==> src/csp_pkg.sv <==
// Purpose: shared constants for the capacitor switch protection block
// Assumes: 20 MHz system clock, 16-bit register data, word-index addressing
// Notes: times are kept in their own unit; only the one-second tick is turned into clock counts here
`default_nettype none
package csp_pkg;
	// ****************************************
	// clock and timebase
	// ****************************************
	localparam int unsigned CLK_HZ = 20_000_000;
	localparam int unsigned TICK_S = 1;
	localparam int unsigned SEC_CYC_DEF = CLK_HZ * TICK_S;
	localparam int unsigned SEC_W = 25;
	localparam logic [5:0] SEC_PER_MIN = 6'h3c;
	localparam logic [2:0] DAYS_PER_WEEK = 3'h7;
	localparam logic [4:0] PU_TRIP_LIMIT_S = 5'h1e;
	localparam logic [7:0] NC_VERIFY_S = 8'h0a;

	// ****************************************
	// register bus
	// ****************************************
	localparam int unsigned AW = 4;
	localparam int unsigned DW = 16;
	localparam logic [3:0] OFS_CTRL = 4'h0;
	localparam logic [3:0] OFS_AH_MIN = 4'h1;
	localparam logic [3:0] OFS_AH_DLY = 4'h2;
	localparam logic [3:0] OFS_UV_LIM = 4'h3;
	localparam logic [3:0] OFS_DAY_MAX = 4'h4;
	localparam logic [3:0] OFS_NC_LIM = 4'h5;
	localparam logic [3:0] OFS_NC_DLY = 4'h6;
	localparam logic [3:0] OFS_NC_RCL = 4'h7;
	localparam logic [3:0] OFS_AUX_LIM = 4'h8;
	localparam logic [3:0] OFS_AUX_DLY = 4'h9;
	localparam logic [3:0] OFS_PU_DLY = 4'ha;
	localparam logic [3:0] OFS_STATUS = 4'hb;
	localparam logic [3:0] OFS_IRQ_STAT = 4'hc;
	localparam logic [3:0] OFS_IRQ_MASK = 4'hd;
	localparam logic [3:0] OFS_CLOSE_CNT = 4'he;
	localparam logic [3:0] OFS_AH_ACC = 4'hf;

	// ****************************************
	// control bits
	// ****************************************
	localparam int unsigned CB_AH = 0;
	localparam int unsigned CB_UV = 1;
	localparam int unsigned CB_DL = 2;
	localparam int unsigned CB_NC = 3;
	localparam int unsigned CB_PU = 4;
	localparam int unsigned CB_AUX = 5;
	localparam logic [15:0] CTRL_RST = 16'h0010;

	// ****************************************
	// events and status bits
	// ****************************************
	localparam int unsigned NEV = 6;
	localparam int unsigned EV_HUNT = 0;
	localparam int unsigned EV_NC_TRIP = 1;
	localparam int unsigned EV_LOCK = 2;
	localparam int unsigned EV_PU_TRIP = 3;
	localparam int unsigned EV_AUX_TRIP = 4;
	localparam int unsigned EV_REFUSED = 5;

	// ****************************************
	// neutral current sequence
	// ****************************************
	typedef enum logic [2:0] {
		CSP_NC_IDLE = 3'b000,
		CSP_NC_DELAY = 3'b001,
		CSP_NC_RECL = 3'b010,
		CSP_NC_VERIFY = 3'b011,
		CSP_NC_LOCK = 3'b100
	} csp_nc_t;
endpackage
`default_nettype wire

==> src/csp_protect.sv <==
// Purpose: supervisor deciding which trip and close commands reach the relays
// Assumes: requests and measurements come from logic on clk_i; switch and
//   bank position come from pins; power restoration is the release of reset
// Notes: relay outputs are one-cycle pulses
//
// Functional notes
// - with anti-hunt on, time close-to-trip; shorter than minimum means hunting.
// - each hunting event adds the close-inhibit delay to the accumulated delay.
// - refuse every close while the accumulated delay runs after a trip.
// - clear the accumulated anti-hunt delay every seven days.
// - with undervoltage inhibit on, block all relays at or below the limit.
// - with daily limit on, block closes once the day's count hits maximum.
// - clear the daily close count at every midnight.
// - neutral current over limit starts the delay; trip when it expires.
// - after the neutral trip wait the reclose period, then close.
// - bank not staying closed after that reclose enters lockout.
// - drive the lockout lamp for the whole lockout.
// - only the external reset switch leaves lockout; here system reset also returns the sequence to idle.
// - with power-up trip on, trip within 30 seconds of power return.
// - after power-up trip, closes wait the setpoint delay.
// - voltage over auxiliary setpoint trips within the auxiliary delay.
// - auxiliary trip and voltage override work together, neither disables other.
`default_nettype none
module csp_protect #(
	parameter int unsigned SEC_CYCLES = csp_pkg::SEC_CYC_DEF
) (
	// clock and reset
	input wire logic clk_i,
	input wire logic sys_rst_i,
	// register port
	input wire logic [csp_pkg::AW-1:0] reg_addr_i,
	input wire logic [csp_pkg::DW-1:0] reg_wdata_i,
	input wire logic reg_wr_i,
	input wire logic reg_rd_i,
	output logic [csp_pkg::DW-1:0] reg_rdata_o,
	// primary control and time of day
	input wire logic pri_close_i,
	input wire logic pri_trip_i,
	input wire logic midnight_i,
	// measurements
	input wire logic [csp_pkg::DW-1:0] line_volt_i,
	input wire logic [csp_pkg::DW-1:0] neut_curr_i,
	// pins
	input wire logic bank_closed_i,
	input wire logic reset_sw_i,
	// outputs
	output logic trip_o,
	output logic close_o,
	output logic lock_lamp_o,
	output logic irq_o
);
	// ****************************************
	// pin synchronisers
	// ****************************************
	logic [1:0] pin_m_reg;
	logic [1:0] pin_s_reg;
	logic rst_sw_d_reg;
	logic bank_closed_s;
	logic rst_sw_s;
	logic rst_sw_rise;

	always_ff @(posedge clk_i) begin
		if (sys_rst_i) begin
			pin_m_reg <= 2'h0;
			pin_s_reg <= 2'h0;
			rst_sw_d_reg <= 1'b0;
		end else begin
			pin_m_reg <= {reset_sw_i, bank_closed_i};
			pin_s_reg <= pin_m_reg;
			rst_sw_d_reg <= pin_s_reg[1];
		end
	end

	assign bank_closed_s = pin_s_reg[0];
	assign rst_sw_s = pin_s_reg[1];
	assign rst_sw_rise = rst_sw_s & ~rst_sw_d_reg;

	// ****************************************
	// timebase
	// ****************************************
	localparam logic [csp_pkg::SEC_W-1:0] SEC_LAST = csp_pkg::SEC_W'(SEC_CYCLES - 1);
	logic [csp_pkg::SEC_W-1:0] sec_cnt_reg;
	logic [5:0] min_sec_reg;
	logic [2:0] day_cnt_reg;
	logic sec_tick;
	logic min_tick;
	logic week_tick;

	assign sec_tick = (sec_cnt_reg == SEC_LAST);
	assign min_tick = sec_tick & (min_sec_reg == csp_pkg::SEC_PER_MIN - 6'h1);
	assign week_tick = midnight_i & (day_cnt_reg == csp_pkg::DAYS_PER_WEEK - 3'h1);

	always_ff @(posedge clk_i) begin
		if (sys_rst_i) begin
			sec_cnt_reg <= '0;
			min_sec_reg <= 6'h0;
			day_cnt_reg <= 3'h0;
		end else begin
			sec_cnt_reg <= sec_tick ? '0 : sec_cnt_reg + 1'b1;
			if (sec_tick) begin
				min_sec_reg <= min_tick ? 6'h0 : min_sec_reg + 6'h1;
			end
			if (midnight_i) begin
				day_cnt_reg <= week_tick ? 3'h0 : day_cnt_reg + 3'h1;
			end
		end
	end

	// ****************************************
	// configuration registers
	// ****************************************
	logic [csp_pkg::DW-1:0] ctrl_reg;
	logic [csp_pkg::DW-1:0] ah_min_reg;
	logic [csp_pkg::DW-1:0] ah_dly_reg;
	logic [csp_pkg::DW-1:0] uv_lim_reg;
	logic [csp_pkg::DW-1:0] day_max_reg;
	logic [csp_pkg::DW-1:0] nc_lim_reg;
	logic [csp_pkg::DW-1:0] nc_dly_reg;
	logic [csp_pkg::DW-1:0] nc_rcl_reg;
	logic [csp_pkg::DW-1:0] aux_lim_reg;
	logic [csp_pkg::DW-1:0] aux_dly_reg;
	logic [csp_pkg::DW-1:0] pu_dly_reg;
	logic [csp_pkg::NEV-1:0] irq_mask_reg;

	always_ff @(posedge clk_i) begin
		if (sys_rst_i) begin
			ctrl_reg <= csp_pkg::CTRL_RST;
			ah_min_reg <= '0;
			ah_dly_reg <= '0;
			uv_lim_reg <= '0;
			day_max_reg <= '0;
			nc_lim_reg <= '1;
			nc_dly_reg <= '0;
			nc_rcl_reg <= '0;
			aux_lim_reg <= '1;
			aux_dly_reg <= '0;
			pu_dly_reg <= '0;
			irq_mask_reg <= '0;
		end else if (reg_wr_i) begin
			case (reg_addr_i)
				csp_pkg::OFS_CTRL: ctrl_reg <= reg_wdata_i;
				csp_pkg::OFS_AH_MIN: ah_min_reg <= reg_wdata_i;
				csp_pkg::OFS_AH_DLY: ah_dly_reg <= reg_wdata_i;
				csp_pkg::OFS_UV_LIM: uv_lim_reg <= reg_wdata_i;
				csp_pkg::OFS_DAY_MAX: day_max_reg <= reg_wdata_i;
				csp_pkg::OFS_NC_LIM: nc_lim_reg <= reg_wdata_i;
				csp_pkg::OFS_NC_DLY: nc_dly_reg <= reg_wdata_i;
				csp_pkg::OFS_NC_RCL: nc_rcl_reg <= reg_wdata_i;
				csp_pkg::OFS_AUX_LIM: aux_lim_reg <= reg_wdata_i;
				csp_pkg::OFS_AUX_DLY: aux_dly_reg <= reg_wdata_i;
				csp_pkg::OFS_PU_DLY: pu_dly_reg <= reg_wdata_i;
				csp_pkg::OFS_IRQ_MASK: irq_mask_reg <= reg_wdata_i[csp_pkg::NEV-1:0];
				default: ;
			endcase
		end
	end

	logic ah_en;
	logic uv_en;
	logic dl_en;
	logic nc_en;
	logic pu_en;
	logic aux_en;
	assign ah_en = ctrl_reg[csp_pkg::CB_AH];
	assign uv_en = ctrl_reg[csp_pkg::CB_UV];
	assign dl_en = ctrl_reg[csp_pkg::CB_DL];
	assign nc_en = ctrl_reg[csp_pkg::CB_NC];
	assign pu_en = ctrl_reg[csp_pkg::CB_PU];
	assign aux_en = ctrl_reg[csp_pkg::CB_AUX];

	// ****************************************
	// command arbitration
	// ****************************************
	csp_pkg::csp_nc_t nc_st_reg;
	logic nc_trip_req;
	logic nc_close_req;
	logic aux_trip_req;
	logic pu_trip_req;
	logic trip_req;
	logic close_req;
	logic lock_blk;
	logic uv_blk;
	logic ah_blk;
	logic dl_blk;
	logic pu_blk;
	logic trip_go;
	logic close_go;
	logic close_refused;

	assign lock_blk = (nc_st_reg == csp_pkg::CSP_NC_LOCK);
	assign uv_blk = uv_en & (line_volt_i <= uv_lim_reg);
	assign trip_req = pri_trip_i | nc_trip_req | aux_trip_req | pu_trip_req;
	assign close_req = pri_close_i | nc_close_req;
	assign trip_go = trip_req & ~uv_blk & ~lock_blk;
	// trip wins when both arrive together
	assign close_go = close_req & ~trip_req & ~uv_blk & ~lock_blk
		& ~ah_blk & ~dl_blk & ~pu_blk;
	assign close_refused = close_req & ~close_go;

	always_ff @(posedge clk_i) begin
		if (sys_rst_i) begin
			trip_o <= 1'b0;
			close_o <= 1'b0;
		end else begin
			trip_o <= trip_go;
			close_o <= close_go;
		end
	end

	// ****************************************
	// anti-hunt
	// ****************************************
	logic [csp_pkg::DW-1:0] since_close_reg;
	logic since_valid_reg;
	logic [csp_pkg::DW-1:0] ah_acc_reg;
	logic [csp_pkg::DW-1:0] ah_tmr_reg;
	logic hunt_ev;
	logic [csp_pkg::DW:0] ah_sum;
	logic [csp_pkg::DW-1:0] ah_acc_next;

	assign hunt_ev = ah_en & trip_go & since_valid_reg
		& (since_close_reg < ah_min_reg);
	assign ah_sum = {1'b0, ah_acc_reg} + {1'b0, ah_dly_reg};
	assign ah_acc_next = ah_sum[csp_pkg::DW] ? '1 : ah_sum[csp_pkg::DW-1:0];
	assign ah_blk = (ah_tmr_reg != '0);

	always_ff @(posedge clk_i) begin
		if (sys_rst_i) begin
			since_close_reg <= '0;
			since_valid_reg <= 1'b0;
		end else if (close_go) begin
			since_close_reg <= '0;
			since_valid_reg <= 1'b1;
		end else if (trip_go) begin
			since_valid_reg <= 1'b0;
		end else if (min_tick && since_close_reg != '1) begin
			since_close_reg <= since_close_reg + 1'b1;
		end
	end

	always_ff @(posedge clk_i) begin
		if (sys_rst_i) begin
			ah_acc_reg <= '0;
			ah_tmr_reg <= '0;
		end else if (week_tick) begin
			ah_acc_reg <= '0;
			ah_tmr_reg <= '0;
		end else if (trip_go && ah_en) begin
			ah_acc_reg <= hunt_ev ? ah_acc_next : ah_acc_reg;
			ah_tmr_reg <= hunt_ev ? ah_acc_next : ah_acc_reg;
		end else if (min_tick && ah_blk) begin
			ah_tmr_reg <= ah_tmr_reg - 1'b1;
		end
	end

	// ****************************************
	// daily close limit
	// ****************************************
	logic [csp_pkg::DW-1:0] close_cnt_reg;
	assign dl_blk = dl_en & (close_cnt_reg >= day_max_reg);

	always_ff @(posedge clk_i) begin
		if (sys_rst_i) begin
			close_cnt_reg <= '0;
		end else if (midnight_i) begin
			close_cnt_reg <= close_go ? 16'h0001 : 16'h0000;
		end else if (close_go && close_cnt_reg != '1) begin
			close_cnt_reg <= close_cnt_reg + 1'b1;
		end
	end

	// ****************************************
	// neutral current trip, reclose, lockout
	// ****************************************
	logic [csp_pkg::DW-1:0] nc_tmr_reg;
	logic nc_over;
	logic nc_tmr_done;
	logic nc_trip_ev;
	logic nc_lock_ev;
	logic nc_clr_tmr;

	assign nc_over = nc_en & (neut_curr_i > nc_lim_reg);
	assign nc_tmr_done = sec_tick & (nc_tmr_reg == '0);
	assign nc_trip_req = (nc_st_reg == csp_pkg::CSP_NC_DELAY) & nc_tmr_done;
	assign nc_close_req = (nc_st_reg == csp_pkg::CSP_NC_RECL) & nc_tmr_done;
	assign nc_trip_ev = nc_trip_req & trip_go;
	// judged from the second tick on, once the contact and its sync have settled
	assign nc_lock_ev = (nc_st_reg == csp_pkg::CSP_NC_VERIFY) & sec_tick & ~bank_closed_s
		& (nc_tmr_reg != {8'h00, csp_pkg::NC_VERIFY_S});

	always_ff @(posedge clk_i) begin
		if (sys_rst_i) begin
			nc_st_reg <= csp_pkg::CSP_NC_IDLE;
		end else begin
			case (nc_st_reg)
				csp_pkg::CSP_NC_IDLE: begin
					if (nc_over) begin
						nc_st_reg <= csp_pkg::CSP_NC_DELAY;
					end
				end
				csp_pkg::CSP_NC_DELAY: begin
					if (!nc_over) begin
						nc_st_reg <= csp_pkg::CSP_NC_IDLE;
					end else if (nc_trip_ev) begin
						nc_st_reg <= csp_pkg::CSP_NC_RECL;
					end
				end
				csp_pkg::CSP_NC_RECL: begin
					if (nc_close_req && close_go) begin
						nc_st_reg <= csp_pkg::CSP_NC_VERIFY;
					end
				end
				csp_pkg::CSP_NC_VERIFY: begin
					if (nc_lock_ev) begin
						nc_st_reg <= csp_pkg::CSP_NC_LOCK;
					end else if (nc_tmr_done) begin
						nc_st_reg <= csp_pkg::CSP_NC_IDLE;
					end
				end
				csp_pkg::CSP_NC_LOCK: begin
					if (rst_sw_rise) begin
						nc_st_reg <= csp_pkg::CSP_NC_IDLE;
					end
				end
				default: nc_st_reg <= csp_pkg::CSP_NC_IDLE;
			endcase
		end
	end

	// timer reloads on entry to the delay, reclose and verify states, not on entry to lockout
	assign nc_clr_tmr = (nc_st_reg == csp_pkg::CSP_NC_IDLE)
		| (nc_st_reg == csp_pkg::CSP_NC_LOCK)
		| (nc_st_reg == csp_pkg::CSP_NC_DELAY && nc_trip_ev)
		| (nc_st_reg == csp_pkg::CSP_NC_RECL && nc_close_req && close_go);

	always_ff @(posedge clk_i) begin
		if (sys_rst_i) begin
			nc_tmr_reg <= '0;
		end else if (nc_st_reg == csp_pkg::CSP_NC_IDLE) begin
			nc_tmr_reg <= nc_dly_reg;
		end else if (nc_clr_tmr && nc_st_reg == csp_pkg::CSP_NC_DELAY) begin
			nc_tmr_reg <= nc_rcl_reg;
		end else if (nc_clr_tmr && nc_st_reg == csp_pkg::CSP_NC_RECL) begin
			nc_tmr_reg <= {8'h00, csp_pkg::NC_VERIFY_S};
		end else if (sec_tick && nc_tmr_reg != '0) begin
			nc_tmr_reg <= nc_tmr_reg - 1'b1;
		end
	end

	always_ff @(posedge clk_i) begin
		if (sys_rst_i) begin
			lock_lamp_o <= 1'b0;
		end else begin
			lock_lamp_o <= lock_blk | nc_lock_ev;
		end
	end

	// ****************************************
	// power-up trip
	// ****************************************
	logic pu_pend_reg;
	logic [4:0] pu_age_reg;
	logic [csp_pkg::DW-1:0] pu_hold_reg;
	logic pu_tripped_reg;
	logic pu_trip_ev;

	// issued at once when allowed; given up at the 30 second mark
	assign pu_trip_req = pu_pend_reg & pu_en;
	assign pu_trip_ev = pu_trip_req & trip_go;
	// seconds since the power-up trip, so a delay written after reset still applies
	assign pu_blk = pu_tripped_reg & (pu_hold_reg < pu_dly_reg);

	always_ff @(posedge clk_i) begin
		if (sys_rst_i) begin
			pu_pend_reg <= 1'b1;
			pu_age_reg <= 5'h00;
		end else if (pu_trip_ev) begin
			pu_pend_reg <= 1'b0;
		end else if (sec_tick && pu_pend_reg) begin
			pu_age_reg <= pu_age_reg + 5'h01;
			if (pu_age_reg == csp_pkg::PU_TRIP_LIMIT_S - 5'h01) begin
				pu_pend_reg <= 1'b0;
			end
		end
	end

	always_ff @(posedge clk_i) begin
		if (sys_rst_i) begin
			pu_hold_reg <= '0;
			pu_tripped_reg <= 1'b0;
		end else if (pu_trip_ev) begin
			pu_hold_reg <= '0;
			pu_tripped_reg <= 1'b1;
		end else if (sec_tick && pu_hold_reg != '1) begin
			pu_hold_reg <= pu_hold_reg + 1'b1;
		end
	end

	// ****************************************
	// auxiliary high voltage trip
	// ****************************************
	logic [csp_pkg::DW-1:0] aux_tmr_reg;
	logic aux_fired_reg;
	logic aux_over;

	// evaluated apart from every voltage control mode
	assign aux_over = aux_en & (line_volt_i > aux_lim_reg);
	assign aux_trip_req = aux_over & ~aux_fired_reg
		& (aux_tmr_reg >= aux_dly_reg);

	always_ff @(posedge clk_i) begin
		if (sys_rst_i) begin
			aux_tmr_reg <= '0;
			aux_fired_reg <= 1'b0;
		end else if (!aux_over) begin
			aux_tmr_reg <= '0;
			aux_fired_reg <= 1'b0;
		end else begin
			if (aux_trip_req && trip_go) begin
				aux_fired_reg <= 1'b1;
			end
			if (sec_tick && aux_tmr_reg != '1) begin
				aux_tmr_reg <= aux_tmr_reg + 1'b1;
			end
		end
	end

	// ****************************************
	// interrupts
	// ****************************************
	logic [csp_pkg::NEV-1:0] irq_stat_reg;
	logic [csp_pkg::NEV-1:0] ev_vec;
	logic [csp_pkg::NEV-1:0] irq_stat_next;
	logic stat_rd;

	assign ev_vec = {close_refused, aux_trip_req & trip_go, pu_trip_ev,
		nc_lock_ev, nc_trip_ev, hunt_ev};
	assign stat_rd = reg_rd_i & (reg_addr_i == csp_pkg::OFS_IRQ_STAT);
	// a new event in the read cycle survives the clear
	assign irq_stat_next = (stat_rd ? '0 : irq_stat_reg) | ev_vec;

	always_ff @(posedge clk_i) begin
		if (sys_rst_i) begin
			irq_stat_reg <= '0;
			irq_o <= 1'b0;
		end else begin
			irq_stat_reg <= irq_stat_next;
			irq_o <= |(irq_stat_next & irq_mask_reg);
		end
	end

	// ****************************************
	// read path
	// ****************************************
	logic [csp_pkg::DW-1:0] status_word;
	logic [csp_pkg::DW-1:0] rd_mux;

	assign status_word = {8'h00, nc_st_reg, pu_blk, dl_blk, ah_blk, uv_blk, lock_blk};

	always_comb begin
		rd_mux = '0;
		case (reg_addr_i)
			csp_pkg::OFS_CTRL: rd_mux = ctrl_reg;
			csp_pkg::OFS_AH_MIN: rd_mux = ah_min_reg;
			csp_pkg::OFS_AH_DLY: rd_mux = ah_dly_reg;
			csp_pkg::OFS_UV_LIM: rd_mux = uv_lim_reg;
			csp_pkg::OFS_DAY_MAX: rd_mux = day_max_reg;
			csp_pkg::OFS_NC_LIM: rd_mux = nc_lim_reg;
			csp_pkg::OFS_NC_DLY: rd_mux = nc_dly_reg;
			csp_pkg::OFS_NC_RCL: rd_mux = nc_rcl_reg;
			csp_pkg::OFS_AUX_LIM: rd_mux = aux_lim_reg;
			csp_pkg::OFS_AUX_DLY: rd_mux = aux_dly_reg;
			csp_pkg::OFS_PU_DLY: rd_mux = pu_dly_reg;
			csp_pkg::OFS_STATUS: rd_mux = status_word;
			csp_pkg::OFS_IRQ_STAT: rd_mux = {10'h000, irq_stat_reg};
			csp_pkg::OFS_IRQ_MASK: rd_mux = {10'h000, irq_mask_reg};
			csp_pkg::OFS_CLOSE_CNT: rd_mux = close_cnt_reg;
			csp_pkg::OFS_AH_ACC: rd_mux = ah_acc_reg;
			default: rd_mux = '0;
		endcase
	end

	always_ff @(posedge clk_i) begin
		if (sys_rst_i) begin
			reg_rdata_o <= '0;
		end else begin
			reg_rdata_o <= reg_rd_i ? rd_mux : '0;
		end
	end
endmodule
`default_nettype wire

==> config.mk <==
export PLATFORM = sky130hd
export DESIGN_NAME = csp_protect
export DESIGN_NICKNAME = d
export VERILOG_FILES = /design/src/csp_pkg.sv /design/src/csp_protect.sv
export SDC_FILE = /design/constraint.sdc
export NUM_CORES = 1
export LEC_CHECK = 0
export ABC_AREA = 1
export BUFFER_PORTS_ARGS = -buffer_cell sky130_fd_sc_hd__buf_2
export CAP_MARGIN = 20
export CORE_MARGIN = 2
export CORE_UTILIZATION = 46
export CTS_CLUSTER_DIAMETER = 60
export DETAILED_ROUTE_END_ITERATION = 7
export PLACE_DENSITY = 0.72
export REMOVE_ABC_BUFFERS = 1
export SYNTH_ARGS = -nofsm -noshare
export SYNTH_HDL_FRONTEND = slang
export SYNTH_SLANG_ARGS = --single-unit
==> constraint.sdc <==
create_clock -name clk_i -period 3.8 [get_ports clk_i]
set_input_delay 0.95 -clock clk_i [delete_from_list [all_inputs] [get_ports clk_i]]
set_output_delay 0.95 -clock clk_i [all_outputs]
set_load 0.1 [all_outputs]
[Word-level counts from Yosys, hierarchy flattened]
Index checks and enable logic that the tools add are counted.
Word-level totals
  logic and storage cells: 222
  bits of input ports: 61
  output and inout port bits: 20
  flip-flop bits (word level): 371
Cells by class
  reductions and logical operators: 49
  mux-type cells: 28
  $lt $le $gt $ge: 7
  equality and inequality tests: 33
  bitwise operators: 57
  $add $sub $neg: 11
Operators with widths (number)
  16-bit one-hot mux with 16 select lines: 1
  16-bit 2-to-1 mux: 10
  16-bit by 1-bit adder with 16-bit output, second input constant: 4
  16-bit != test, second input constant: 4
  1-bit bitwise AND: 33
  4-bit == test, second input constant: 8
  16-bit >= comparator: 2
  16-bit > comparator: 2
  16-bit less-than comparator: 2
  16-bit nonzero test: 2
  16-bit by 1-bit subtractor with 16-bit output, second input constant: 2
  2-bit AND reduction: 15
  25-bit by 1-bit adder with 25-bit output, second input constant: 1
  25-bit == test, second input constant: 1
  3-bit 2-to-1 mux: 8
  16-bit by 16-bit adder with 17-bit output: 1
  4-bit by 3-bit == test with 1-bit output, second input constant: 4
  16-bit <= comparator: 1
  16-bit zero test: 1
  16-bit by 4-bit != test with 1-bit output, second input constant: 1
  1-bit logical AND: 15
  3-bit one-hot mux with 5 select lines: 1
  1-bit NOT: 14
  6-bit 2-to-1 mux: 2
  24 further kinds: 50

[Logic depth before layout (Yosys ltp)]
  depth in word-level cells: 19
  depth in mapped cells: 23
  mapped depth without buffers: 23

[Worst setup path after synthesis]
OpenSTA, ideal clock, no wires.
  path type: input-to-reg
  start: input port line_volt_i[15] (netlist name)
  end: register ah_acc_reg[11] (netlist name)
  stages: 17
  arrival: 2.815 ns
  data required time: 3.668 ns
  slack: 0.853 ns
  library setup time: 0.132 ns
  path buffers: 1
  path through: ha_1 nand2_1 nor2_1 nand4_1 inv_1 nand2_1 nand2_1 nand2_1 a21oi_1 nand2_4 inv_2 nand3_2 nor2_4 buf_6 nand3_1 o21ai_1 a21oi_1
Between the ends
  cells in the longest elaborated chain, start to end: 12
  elaborated cells between the ends (all ways): 16
  classes of those cells: 2 x order compare; 1 x mux; 12 x bitwise; 1 x reduce/logical
RTL lines
  from (decl): RTL line csp_protect.sv:41  | input wire logic [csp_pkg::DW-1:0] line_volt_i,
  16-bit > comparator: RTL line csp_protect.sv:407  | assign aux_over = aux_en & (line_volt_i > aux_lim_reg);
  1-bit bitwise AND: RTL line csp_protect.sv:407
  1-bit bitwise AND: RTL line csp_protect.sv:408  | assign aux_trip_req = aux_over & ~aux_fired_reg
  1-bit bitwise AND: RTL line csp_protect.sv:409  | & (aux_tmr_reg >= aux_dly_reg);
  1-bit bitwise OR (2 in series): RTL line csp_protect.sv:192  | assign trip_req = pri_trip_i | nc_trip_req | aux_trip_req | pu_trip_req;
  1-bit bitwise AND * (2 in series): RTL line csp_protect.sv:194  | assign trip_go = trip_req & ~uv_blk & ~lock_blk;
  1-bit bitwise AND (2 in series): RTL line csp_protect.sv:221  | assign hunt_ev = ah_en & trip_go & since_valid_reg
  1-bit bitwise AND: RTL line csp_protect.sv:222  | & (since_close_reg < ah_min_reg);
  16-bit 2-to-1 mux
  to (signal assigned): RTL line csp_protect.sv:249  | ah_acc_reg <= hunt_ev ? ah_acc_next : ah_acc_reg;
  to (decl): RTL line csp_protect.sv:215  | logic [csp_pkg::DW-1:0] ah_acc_reg;
Mark *: on every way between the ends. The rest lies on a longest branch, timed or not.
A chain may end at the register's enable or synchronous reset.

[Worst setup path after layout]
  start: register ah_tmr_reg[0] (netlist name)
  end: register ah_tmr_reg[5] (netlist name)
Between the ends
  cells in the longest elaborated chain, start to end: 3
  elaborated cells between the ends (all ways): 6
  classes of those cells: 1 x add/sub; 2 x mux; 3 x reduce/logical
RTL lines
  from (decl): RTL line csp_protect.sv:216  | logic [csp_pkg::DW-1:0] ah_tmr_reg;
  from (signal assigned): RTL line csp_protect.sv:250  | ah_tmr_reg <= hunt_ev ? ah_acc_next : ah_acc_reg;
  from (signal assigned): RTL line csp_protect.sv:252  | ah_tmr_reg <= ah_tmr_reg - 1'b1;
  16-bit by 1-bit subtractor with 16-bit output or 16-bit nonzero test (tied branches): RTL line csp_protect.sv:252, csp_protect.sv:225
  16-bit 2-to-1 mux or 1-bit logical AND (tied branches): RTL line csp_protect.sv:251  | end else if (min_tick && ah_blk) begin
  16-bit 2-to-1 mux or 2-bit nonzero test (tied branches)
Parallel ways exist; a longest one is shown, timed or not. The select of a mux whose other input is x is not followed.

==> flow_metrics.tcl <==
set metrics [dict create \
    status "completed" \
    synth-main-ff-cell "dfxtp_1" \
    dieArea_sq_um 46100 \
    min_period_ps 3220 \
    yosys.area_share.simple 0.202 \
    start_util 0.464 \
    vdd_drop_max_mv 0.301 \
    totalPowerFinal_mw 9.84 \
    grt_max_degree 73 \
    syn2layout_area_growth_pct 12.3 \
    worst_ep_arrival_time_ps 3690 \
    drt_iter0_drc 2104 \
    yosysSeqAreaShare 0.364 \
    pwr-share-clk 0.437 \
    synth_top_family_by_area "compound AO/OA/AOI/OAI gates" \
    vias 20200 \
    synth_edf_count 0 \
    yosys.area.top_type_share 0.364 \
    syn_area_per_cell_sq_um 7.14 \
    fin_tns_setup_ps 0 \
    syn_inst 2863 \
    synth_compound_area_frac 0.220 \
    io_pins 81 \
    place_hpwl_microns 51800 \
    largest_reg_flops 25 \
    hold_buffers 0 \
    grt_setup_unrepaired "false" \
    drt-total-wl_microns 68900 \
    synth_common_cells "431 x inv_1, 384 x nand2_1, 371 x dfxtp_1" \
    cts_tree "built" \
    criticalPathCategory "flop to flop" \
    clkSinkCount 371 \
    max_freq_mhz 310 \
    worstSkewPairLatency_ps 590 \
    grt_pass1_wl_microns 105000 \
    cts.clk_slew.worst_paths_ps 70 \
    drv_cap 0 \
    final_max_slew_viol_count 0 \
    hp-class "flop to flop" \
    cpPeakStageDelay_ps 590 \
    met2_usage 0.462 \
    crit_buf_inv 2 \
    viasPerCell 5.69 \
    critPathTopFamily "simple AND/OR/NAND/NOR gates" \
    finClkSkew_ps 32.0 \
    cts_buffers 41 \
    relSlewSlack 0.342 \
    hold_viol_final 0 \
    synth.ff_latch_count 371 \
    overflow 0 \
    antenna_found_initial 0 \
    synth_adder_area_share 0.0861 \
    nNetsFinal 3118 \
    ys_top_cells_by_area "dfxtp_1 36%, ha_1 8.5%, a21oi_1 8.3%" \
    setup_violations 0 \
    cp.required_ps 4260 \
    worstPathCellList "inv_1 -> ha_1 -> nand2_1 -> nor2_1 -> nand2_1 -> nor3_1 -> nand3_1 -> nand3_1 -> nand2_2 -> buf_4 -> o21ai_0 -> a21oi_1" \
    clock_tree.root_cell "clkbuf_16" \
    switching_share 0.282 \
    gp_congestion 1.05 \
    grtUsageTotal 0.292 \
    drc 0 \
    wire_per_inst_microns 19.5 \
    synth_top_area_cell "dfxtp_1" \
    drt_first_pass_iters 6 \
    die_y_microns 215 \
    ys_types 59 \
    post_cts_resized 0 \
    met1_usage 0.380 \
    synth_xor_area_frac 0.0223 \
    max_slew.worst_pin.slew_ps 962 \
    p_leak_nw 9.37 \
    post_cts.repair.setup_buffers 0 \
    postRouteAntennaNets 0 \
    grt.busiest_layer "met2" \
    power_frac_seq 0.417 \
    path_max_fanout 16 \
    yosys_warnings 0 \
    clock_path_buffers 3 \
    die_w_microns 215 \
    startpoint_type "flop" \
    p_int_mw 7.07 \
    core_area_sq_um 44000 \
    critPathSlowestCell "nand3_1" \
    fin_crit_sh 0.848 \
    use_met3 0.0536 \
    grt_pass1_vias 18700 \
    synthArstFlopShare 0 \
    htreeDepth 2 \
    synth.area.mux_share 0 \
    drive_gt1_frac 0.0865 \
    end_kind "flop" \
    num_rows 77 \
    power_frac_comb 0.146 \
    fillCellCount 4237 \
    p_sw_mw 2.77 \
    numPortBuffers 80 \
    syn-cell-area_sq_um 20400 \
    yosysMostFrequentCell "inv_1" \
    powerDensity_nw_per_um2 429 \
]
## per-layer routing
metal	up-vias	share of wire
met3	194	0.085
li1	9766	-
met4	0	0.058
met5	-	0
met2	860	0.44
met1	9347	0.42
## cells by family (layout without fill, tap and decap cells)
| logic type | Yosys count | after routing |
|---|---|---|
| AOI/OAI and AO/OA | 825 | 825 |
| xor gates and xnor gates | 52 | 52 |
| adders and majority gates | 140 | 140 |
| buffers and inverters | 560 | 646 |
| DFF | 371 | 371 |
| other | 0 | 1 |
| and+or+nand+nor | 915 | 915 |
## tightest hold or removal path, cell delays in order, from the launching register on
cell and delay [ps]:
dfxtp_1 300, inv_1 40, nor2_1 30
## metrics by stage
step / instance area, sq um / cells / setup WS (ps) / hold WS [ps] / util
2_1_floorplan: 19900 / 2746 / -1000 / 388 / -
3_3_place_gp: 21500 / 3465 / 268 / 401 / 0.488
3_5_place_dp: 21500 / 3466 / 188 / 406 / 0.488
4_1_cts: 22900 / 3541 / 633 / 415 / 0.521
5_1_grt: 22900 / 3541 / 369 / 419 / 0.521
6_report: 22900 / 3542 / 578 / 412 / 0.521
## cell type report
cell class | count | area, sq um | share of cell area
clock inverter | 14 | 186 | 0.00812
timing repair buffer | 128 | 807 | 0.0352
antenna | 1 | 2.50 | 0.000109
multi-input combinational | 1932 | 10800 | 0.473
clock buffer | 61 | 1270 | 0.0555
tap | 592 | 741 | 0.0323
inverter | 443 | 1670 | 0.0726
sequential | 371 | 7430 | 0.324
## cells in the final DEF, fill, tap and decap left out, types with 4 or more instances in the layout
master and n:
a2111oi_0 12, buf_12 4, o21a_1 6, nand2_1 384, o22ai_1 72, bufinv_16 4, buf_2 80, nor3_1 71
xor2_1 37, o31ai_1 7, nor2_1 222, nand3_1 116, ha_1 139, nand3_2 5, a221oi_1 7, nand2_2 6
nor2_2 8, a21o_1 6, clkinv_2 5, nor4_1 20, dfxtp_1 371, clkbuf_8 13, o21ai_0 291, nand4_1 39
and3_1 4, clkbuf_1 5, xnor2_1 15, buf_4 43, nor3b_1 9, o211ai_1 21, a211oi_1 6, o21ai_1 20
inv_2 8, o221ai_1 6, inv_1 431, clkbuf_16 43, a21oi_1 339, or2_2 9, a31oi_1 22
## worst paths after layout
path,start,slack [ps],endpoint,cells past startpoint
worst min-delay path,pin_m_reg[0],410,pin_s_reg[0],2
worst max register to register,ah_tmr_reg[0],580,ah_tmr_reg[5],12
worst max-delay path,ah_tmr_reg[0],580,ah_tmr_reg[5],12
worst min register to register,pin_m_reg[0],410,pin_s_reg[0],2
## power by group through the flow
| stage | combinational, mW | clock [mW] | sequential, mW |
|---|---|---|---|
| 5_1_grt | 1.60 | 4.48 | 4.11 |
| 3_3_place_gp | 1.37 | 0 | 4.18 |
| 6_report | 1.44 | 4.30 | 4.10 |
| 3_5_place_dp | 1.41 | 0 | 4.18 |
| 4_1_cts | 1.42 | 4.34 | 4.10 |
| 2_1_floorplan | 0.924 | 0 | 4.21 |
(Power assumes the default switching activity.)
